## config.mk

```make
export PLATFORM = sky130hd
export DESIGN_NAME = wecs_top
export DESIGN_NICKNAME = d
export VERILOG_FILES = /design/src/verilog/wecs_pkg.sv /design/src/verilog/wecs_top.sv
export SDC_FILE = /design/constraint.sdc
export NUM_CORES = 1
export LEC_CHECK = 0
export ABC_AREA = 1
export BUFFER_PORTS_ARGS = -buffer_cell sky130_fd_sc_hd__buf_2
export CAP_MARGIN = 40
export CORE_ASPECT_RATIO = 1.1
export CORE_MARGIN = 2
export CORE_UTILIZATION = 52
export DETAILED_ROUTE_END_ITERATION = 10
export HOLD_SLACK_MARGIN = 0.12
export PLACE_DENSITY = 0.86
export SYNTH_ARGS = -nofsm -noshare
export SYNTH_HDL_FRONTEND = slang
export SYNTH_SLANG_ARGS = --single-unit
```

## constraint.sdc

```tcl
create_clock -name i_mclk -period 2.85 [get_ports i_mclk]
set_input_delay 0 -clock i_mclk [delete_from_list [all_inputs] [get_ports i_mclk]]
set_output_delay 0 -clock i_mclk [all_outputs]
set_load 0.1 [all_outputs]
```

## src/verilog/wecs_pkg.sv

```systemverilog
// Constants shared by the wake event control and status block.
`default_nettype none
package wecs_pkg;
  // Register byte addresses on the AXI4-Lite bus.
  localparam logic [11:0] WAKE_CTRL_ADDR  = 12'h140;
  localparam logic [11:0] WAKE_SRC_ADDR   = 12'h144;
  localparam logic [11:0] WAKE_OPTS_ADDR  = 12'h148;
  localparam int          ADDR_W          = 12;

  // Bit positions in the wakeup control and status register.
  localparam int WCS_FRAME_FLAG = 6;
  localparam int WCS_MAGIC_FLAG = 5;
  localparam int WCS_BCAST_FLAG = 4;
  localparam int WCS_STA_EN     = 3;
  localparam int WCS_PAT_EN     = 2;
  localparam int WCS_MAGIC_EN   = 1;
  localparam int WCS_BCAST_WAKE_EN   = 0;

  // Bit positions in the option register.
  localparam int OPT_RES_CLR_STS = 0;
  localparam int OPT_RES_CLR_EN  = 1;
  localparam int OPT_LPI_TX_EN   = 2;
  localparam int OPT_LPI_RX_EN   = 3;

  // Bit positions in the wake source register.
  localparam int SRC_PIN_LSB = 20;
  localparam int SRC_V6_SYN  = 16;
  localparam int SRC_V4_SYN  = 15;
  localparam int SRC_LPI_TX  = 14;
  localparam int SRC_LPI_RX  = 13;
  localparam logic [31:0] SRC_MASK = 32'h0FF1_E000;

  // Values after reset.
  localparam logic [2:0]  FLAGS_RST = 3'h0;
  localparam logic [3:0]  EN_RST    = 4'h0;
  localparam logic [3:0]  OPTS_RST  = 4'h0;
  localparam logic [31:0] SRC_RST   = 32'h0000_0000;

  // AXI response codes.
  localparam logic [1:0] RESP_OKAY   = 2'h0;
  localparam logic [1:0] RESP_SLVERR = 2'h2;

  // Power sequencing states.
  typedef enum logic [1:0] {
    WECS_RUN,
    WECS_ARMED,
    WECS_WAKING
  } wecs_state_t;
endpackage : wecs_pkg
`default_nettype wire

```

## src/verilog/wecs_top.sv

```systemverilog
// Wake event flags, wake enables and wake source latch with AXI4-Lite access.
`timescale 1ns/1ps
`default_nettype none

// Notes on behaviour
// - Wakeup frame flag bit 6, write one clears.
// - Magic packet flag bit 5, write one clears.
// - Broadcast flag bit 4, write one clears.
// - Resume end clears flags when option set.
// - Resume end clears enables 3:0 when option set.
// - Bit 3 enables station address match wake.
// - Bit 1 enables magic packet wake.
// - Wake source at 144h records wake cause.
// - No recording while entering suspend.
// - Ignore events once waking has begun.
// - Several matching conditions set several bits.
// - Source bits hold until software clears.
// - Bits 27:20 record pin wakes; reserved zero.
// - Bit 16 records IPv6 SYN wake.
// - Bit 15 records IPv4 SYN wake.
// - Bit 14 records transmit idle exit wake.
// - Idle wake bits low without EEE enable.
// - Idle wake enables permit remote wakeup.
module wecs_top #(
  parameter int PIN_COUNT = 8
) (
  input  wire logic              i_mclk,
  input  wire logic              i_rst,
  input  wire logic              i_awvalid,
  output logic                   o_awready,
  input  wire logic [11:0]       i_awaddr,
  input  wire logic              i_wvalid,
  output logic                   o_wready,
  input  wire logic [31:0]       i_wdata,
  input  wire logic [3:0]        i_wstrb,
  output logic                   o_bvalid,
  input  wire logic              i_bready,
  output logic [1:0]             o_bresp,
  input  wire logic              i_arvalid,
  output logic                   o_arready,
  input  wire logic [11:0]       i_araddr,
  output logic                   o_rvalid,
  input  wire logic              i_rready,
  output logic [31:0]            o_rdata,
  output logic [1:0]             o_rresp,
  input  wire logic              i_wake_frame_ok,
  input  wire logic              i_magic_ok,
  input  wire logic              i_bcast_ok,
  input  wire logic              i_station_addr_ok,
  input  wire logic              i_v6_syn_ok,
  input  wire logic              i_v4_syn_ok,
  input  wire logic              i_lpi_tx_exit,
  input  wire logic              i_lpi_rx_exit,
  input  wire logic [PIN_COUNT-1:0] i_pin_wake,
  input  wire logic              i_energy_efficient_enable,
  input  wire logic              i_suspend_state,
  input  wire logic              i_suspend_entering,
  input  wire logic              i_resume_done,
  output logic                   o_wake_req,
  output logic                   o_waking
);

  // The pin field is eight bits wide between two reserved fields.
  if (PIN_COUNT != 8) begin : g_bad_pins
    $error("wecs_top: PIN_COUNT must be 8");
  end

  typedef struct packed {
    wecs_pkg::wecs_state_t st;
    logic                  aw_held;
    logic [11:0]           aw_addr;
    logic                  w_held;
    logic [31:0]           w_data;
    logic [31:0]           w_mask;
    logic                  bvalid;
    logic [1:0]            bresp;
    logic                  rvalid;
    logic [31:0]           rdata;
    logic [1:0]            rresp;
    logic [2:0]            flags;
    logic [3:0]            en;
    logic [3:0]            opts;
    logic [31:0]           src;
    logic                  wake;
  } wecs_regs_t;

  wecs_regs_t state_ff;
  wecs_regs_t nxt_state;

  logic [31:0] hit_raw;
  logic [31:0] hit_en;
  logic [31:0] src_view;
  logic [31:0] ctrl_view;
  logic [31:0] opts_view;
  logic [31:0] wr_bits;
  logic        do_write;
  logic        wr_ctrl;
  logic        wr_src;
  logic        wr_opts;
  logic        resume_end;
  logic        lpi_ok;

  // Every wake cause except the frame events, in its wake source position.
  always_comb begin
    lpi_ok  = i_energy_efficient_enable;
    hit_raw = 32'h0000_0000;
    hit_raw[wecs_pkg::SRC_PIN_LSB +: 8] = i_pin_wake;
    hit_raw[wecs_pkg::SRC_V6_SYN] = i_v6_syn_ok;
    hit_raw[wecs_pkg::SRC_V4_SYN] = i_v4_syn_ok;
    hit_raw[wecs_pkg::SRC_LPI_TX] = i_lpi_tx_exit & lpi_ok &
      state_ff.opts[wecs_pkg::OPT_LPI_TX_EN];
    hit_raw[wecs_pkg::SRC_LPI_RX] = i_lpi_rx_exit & lpi_ok &
      state_ff.opts[wecs_pkg::OPT_LPI_RX_EN];
    hit_en = hit_raw & wecs_pkg::SRC_MASK;
  end

  // Frame events count only while their own enable is set.
  logic frame_wake;
  assign frame_wake =
    (i_station_addr_ok & state_ff.en[wecs_pkg::WCS_STA_EN]) |
    (i_wake_frame_ok & state_ff.en[wecs_pkg::WCS_PAT_EN]) |
    (i_magic_ok & state_ff.en[wecs_pkg::WCS_MAGIC_EN]) |
    (i_bcast_ok & state_ff.en[wecs_pkg::WCS_BCAST_WAKE_EN]);

  // Read views; reserved bits read as zero.
  always_comb begin
    ctrl_view = 32'h0000_0000;
    ctrl_view[6:4] = state_ff.flags;
    ctrl_view[3:0] = state_ff.en;
    opts_view = {28'h000_0000, state_ff.opts};
    src_view = state_ff.src & wecs_pkg::SRC_MASK;
    if (!i_energy_efficient_enable) begin
      src_view[wecs_pkg::SRC_LPI_TX] = 1'b0;
      src_view[wecs_pkg::SRC_LPI_RX] = 1'b0;
    end
  end

  // Write decode: a write happens once address and data are both held.
  assign do_write   = state_ff.aw_held & state_ff.w_held & ~state_ff.bvalid;
  assign wr_ctrl    = do_write & (state_ff.aw_addr == wecs_pkg::WAKE_CTRL_ADDR);
  assign wr_src     = do_write & (state_ff.aw_addr == wecs_pkg::WAKE_SRC_ADDR);
  assign wr_opts    = do_write & (state_ff.aw_addr == wecs_pkg::WAKE_OPTS_ADDR);
  assign wr_bits    = state_ff.w_data & state_ff.w_mask;
  assign resume_end = (state_ff.st == wecs_pkg::WECS_WAKING) & i_resume_done;

  // Next state of the bus slave, the registers and the power sequence.
  always_comb begin
    nxt_state = state_ff;
    nxt_state.wake = 1'b0;

    // Write address and data are taken independently, one of each at most.
    if (i_awvalid && o_awready) begin
      nxt_state.aw_held = 1'b1;
      nxt_state.aw_addr = i_awaddr;
    end
    if (i_wvalid && o_wready) begin
      nxt_state.w_held = 1'b1;
      nxt_state.w_data = i_wdata;
      for (int b = 0; b < 4; b++) begin
        nxt_state.w_mask[8*b +: 8] = {8{i_wstrb[b]}};
      end
    end
    if (do_write) begin
      nxt_state.aw_held = 1'b0;
      nxt_state.w_held  = 1'b0;
      nxt_state.bvalid  = 1'b1;
      nxt_state.bresp   = (wr_ctrl || wr_src || wr_opts) ?
                          wecs_pkg::RESP_OKAY : wecs_pkg::RESP_SLVERR;
    end
    if (state_ff.bvalid && i_bready) begin
      nxt_state.bvalid = 1'b0;
    end

    // Reads answer one cycle after the address is taken.
    if (i_arvalid && o_arready) begin
      nxt_state.rvalid = 1'b1;
      nxt_state.rresp  = wecs_pkg::RESP_OKAY;
      case (i_araddr)
        wecs_pkg::WAKE_CTRL_ADDR: nxt_state.rdata = ctrl_view;
        wecs_pkg::WAKE_SRC_ADDR:  nxt_state.rdata = src_view;
        wecs_pkg::WAKE_OPTS_ADDR: nxt_state.rdata = opts_view;
        default: begin
          nxt_state.rdata = 32'h0000_0000;
          nxt_state.rresp = wecs_pkg::RESP_SLVERR;
        end
      endcase
    end else if (state_ff.rvalid && i_rready) begin
      nxt_state.rvalid = 1'b0;
    end

    // Software writes: enables and options store, flags clear on one.
    if (wr_ctrl) begin
      nxt_state.en    = wr_bits[3:0] | (state_ff.en & ~state_ff.w_mask[3:0]);
      nxt_state.flags = state_ff.flags & ~wr_bits[6:4];
    end
    if (wr_opts) begin
      nxt_state.opts = wr_bits[3:0] | (state_ff.opts & ~state_ff.w_mask[3:0]);
    end
    if (wr_src) begin
      nxt_state.src = state_ff.src & ~wr_bits;
    end

    // The end of a resume may wipe flags and enables.
    if (resume_end && state_ff.opts[wecs_pkg::OPT_RES_CLR_STS]) begin
      nxt_state.flags = wecs_pkg::FLAGS_RST;
    end
    if (resume_end && state_ff.opts[wecs_pkg::OPT_RES_CLR_EN]) begin
      nxt_state.en = wecs_pkg::EN_RST;
    end

    // Receipt flags are set last, so an event beats a clear in its cycle.
    if (i_wake_frame_ok) begin
      nxt_state.flags[wecs_pkg::WCS_FRAME_FLAG - 4] = 1'b1;
    end
    if (i_magic_ok) begin
      nxt_state.flags[wecs_pkg::WCS_MAGIC_FLAG - 4] = 1'b1;
    end
    if (i_bcast_ok) begin
      nxt_state.flags[wecs_pkg::WCS_BCAST_FLAG - 4] = 1'b1;
    end

    // Power sequence: record causes only when suspended and not waking.
    case (state_ff.st)
      wecs_pkg::WECS_RUN: begin
        if (i_suspend_state && !i_suspend_entering) begin
          nxt_state.st = wecs_pkg::WECS_ARMED;
        end
      end
      wecs_pkg::WECS_ARMED: begin
        if (!i_suspend_state) begin
          nxt_state.st = wecs_pkg::WECS_RUN;
        end else if (i_suspend_entering) begin
          nxt_state.st = wecs_pkg::WECS_ARMED;
        end else if (frame_wake || (|hit_en)) begin
          nxt_state.st   = wecs_pkg::WECS_WAKING;
          nxt_state.wake = 1'b1;
          nxt_state.src  = nxt_state.src | hit_en;
        end
      end
      wecs_pkg::WECS_WAKING: begin
        if (i_resume_done) begin
          nxt_state.st = wecs_pkg::WECS_RUN;
        end
      end
      default: nxt_state.st = wecs_pkg::WECS_RUN;
    endcase
  end

  // One register stage for all state; reset loads constants only.
  always_ff @(posedge i_mclk or posedge i_rst) begin
    if (i_rst) begin
      state_ff         <= '0;
      state_ff.st      <= wecs_pkg::WECS_RUN;
      state_ff.flags   <= wecs_pkg::FLAGS_RST;
      state_ff.en      <= wecs_pkg::EN_RST;
      state_ff.opts    <= wecs_pkg::OPTS_RST;
      state_ff.src     <= wecs_pkg::SRC_RST;
    end else begin
      state_ff <= nxt_state;
    end
  end

  // Ready outputs are combinational, valid and data come from flip-flops.
  assign o_awready = ~state_ff.aw_held & ~state_ff.bvalid;
  assign o_wready  = ~state_ff.w_held & ~state_ff.bvalid;
  assign o_arready = ~state_ff.rvalid;
  assign o_bvalid  = state_ff.bvalid;
  assign o_bresp   = state_ff.bresp;
  assign o_rvalid  = state_ff.rvalid;
  assign o_rdata   = state_ff.rdata;
  assign o_rresp   = state_ff.rresp;
  assign o_wake_req = state_ff.wake;
  assign o_waking   = (state_ff.st == wecs_pkg::WECS_WAKING);
endmodule : wecs_top
`default_nettype wire

```

==> results.cfg <==
[setup_path]
cp_slowest_cell = dlygate4sd3_1
critical_path_class = flip-flop to flip-flop
reg2reg_depth = 9
crit_family = simple AND/OR/NAND/NOR gates
cp_max_fo = 18
cpMostUsedCell = nand2_1
worstPathRequired_ns = 3.09
startpoint_type = flip-flop
worst-path-stages = 9
cpPeakStageDelay_ns = 0.55
crit_arrival_ns = 2.38
cp_cell_sequence = inv_1 -> nand3_2 -> nor2_4 -> nand2_4 -> inv_2 -> nand3_1 -> nand2_1 -> nand2_1 -> dlygate4sd3_1
path_buf_inv = 3
cp-end-kind = flip-flop

[global_routing]
grtUsageTotal = 0.246
grt-ovfl-total = 0
antenna_found_initial = 1
grt_pass1_wl_um = 17900
first_global_vias = 3858
grt_max_degree = 50

[timing]
finalHoldViolCount = 0
fmax_mhz = 466
post-route-min-period_ns = 2.14
drv_slew = 0
period_share = 0.752
fin_tns_setup_ns = 0
slew_headroom = 0.463
fin_ws_ns = 0.706
setup_violations = 0
tightest_slew_ns = 0.804
rsz0062_at_grt = false
fin_skew_ns = 0.00854

[place]
buffer_ports.inserted = 101
dp.final_hpwl_um = 7070
pre_cts_ws_ns = 1.03
routabilityCongestion = 0.905

[clocking]
post_cts_buffers = 0
holdBufCountCts = 64
cts_buffer_depth = 2
cts_root_buf = clkbuf_8
cts.sinks = 86
htree_levels = 3
cts_made_buffers = 9
ctsResizeCount = 0
path_clk_slew_ns = 0.09
clk_latency_ns = 0.36
cts_tree = built

[synth]
synth_area_um2 = 4390
yosys_warnings = 0
synth.yosys.seq_area_share = 0.490
syn_inst = 510
synth_cell_types = 23
synth-seq-cells = 86
synth_area_per_cell_um2 = 8.62

[drt]
wl_per_cell_um = 14.0
ant_nets = 0
vias_per_cell = 4.98
drt_wl_total_um = 10700
vias = 3835
first_iter_violations = 305
drc = 0
dr.pass1.iters = 5

[floorplanning]
rows = 35
dieArea_um2 = 9200
pin_count = 130
chipWidth_um = 91.7
fp.dieH_um = 100
start_util = 0.531
core_area_um2 = 8280

[power_and_ir_drop]
p_leak_nw = 2.97
finalPower_mw = 4.06
vdd_drop_max_mv = 0.749
powerDensity_nw_per_um2 = 726

[final_layout]
diodes = 0
syn_to_final_growth_pct = 27.1
fin_nets = 741
final_util = 0.675
layout_commonest_cell = nand2_1
final_cell_mix = 136 x nand2_1, 101 x buf_2, 86 x dfrtp_1, 64 x dlygate4sd3_1, 51 x inv_1
drive_above_1_share = 0.249

[hold_path]
worst_hold_path.num_cells = 6
hp-class = primary input to flip-flop

[run]
max-cap-violations = 0

[outcome]
status = complete, no violations
## final cells by class
| cell class | instances | area, um^2 |
|---|---|---|
| clock buffers | 10 | 128 |
| flip-flops and latches | 86 | 2150 |
| inverters | 53 | 200 |
| well taps | 111 | 139 |
| repair buffers | 170 | 1180 |
| multi-input cells | 334 | 1730 |
| clock inverters | 6 | 46.3 |
| fillers | 626 | 2690 |
## report_power, final
| group | switching (mW) | internal, mW | leakage, nW | total [mW] |
|---|---|---|---|---|
| registers | 0.258 | 1.52 | 1.02 | 1.78 |
| logic | 0.910 | 0.590 | 1.86 | 1.50 |
| clock network | 0.453 | 0.323 | 0.0833 | 0.776 |
| total | 1.62 | 2.43 | 2.97 | 4.06 |
## worst paths after layout
| kind | from | to | slack, ns |
|---|---|---|---|
| max | o_bvalid | ctrl_view[4] | 0.71 |
| min | i_araddr[9] | o_rdata[4] | 0.13 |
| max reg2reg | o_bvalid | ctrl_view[4] | 0.71 |
| min reg2reg | state_ff[14] | state_ff[14] | 0.49 |
| max in group asynchronous | i_rst | o_rdata[0] | 1.72 |
| min in group asynchronous | i_rst | state_ff[106] | 0.31 |
## cells in the mapped netlist (all sizes together)
| library cell | count | area share |
|---|---|---|
| inv | 53 | 0.045 |
| nand3 | 44 | 0.051 |
| o21ai | 22 | 0.025 |
| clkbuf | 5 | 0.0043 |
| nand4 | 17 | 0.024 |
| mux2 | 32 | 0.094 |
| conb | 1 | 0.00085 |
| nor2 | 53 | 0.049 |
| and2 | 1 | 0.0014 |
| a21oi | 9 | 0.010 |
| buf | 46 | 0.079 |
| dfrtp | 86 | 0.49 |
| a21boi | 1 | 0.0017 |
| nand2 | 140 | 0.12 |
## registers in the layout (all words and copies together) (netlist names), named ones only
name,cells
o_bvalid,1
o_wake_req,1
o_rresp,1
ctrl_view,7
state_ff,41
src_view,10
o_rvalid,1
o_bresp,1
o_rdata,19
## logic make-up after synthesis
kind of cell,synth area share
simple gates,0.250
flops,0.490
mux,0.0940
buf+inv,0.128
compound gates,0.0370
other cells,0.000853
## through the flow
step / cells / cell area [um^2] / hold WS (ns)
floorplan: 524 / 4450 / 0.0964
global placement: 689 / 4760 / 0.163
detailed placement: 689 / 4760 / 0.175
CTS: 769 / 5580 / 0.124
global route: 770 / 5580 / 0.166
finish: 770 / 5580 / 0.134
## metal layers
| layer | wire [um] | GRT usage |
|---|---|---|
| met2 | 5330 | 0.416 |
| met4 | 377 | 0.117 |
| met5 | 0 | 0 |
| met1 | 4420 | 0.308 |
| met3 | 620 | 0.0450 |
## worst min-delay path: stages
cell and delay, ns:
buf_2 0.07, inv_1 0.04, nand3_1 0.07, nor2_1 0.06, nand3_1 0.11, o21ai_0 0.09
Note: power is estimated with default switching activity, not from simulation.
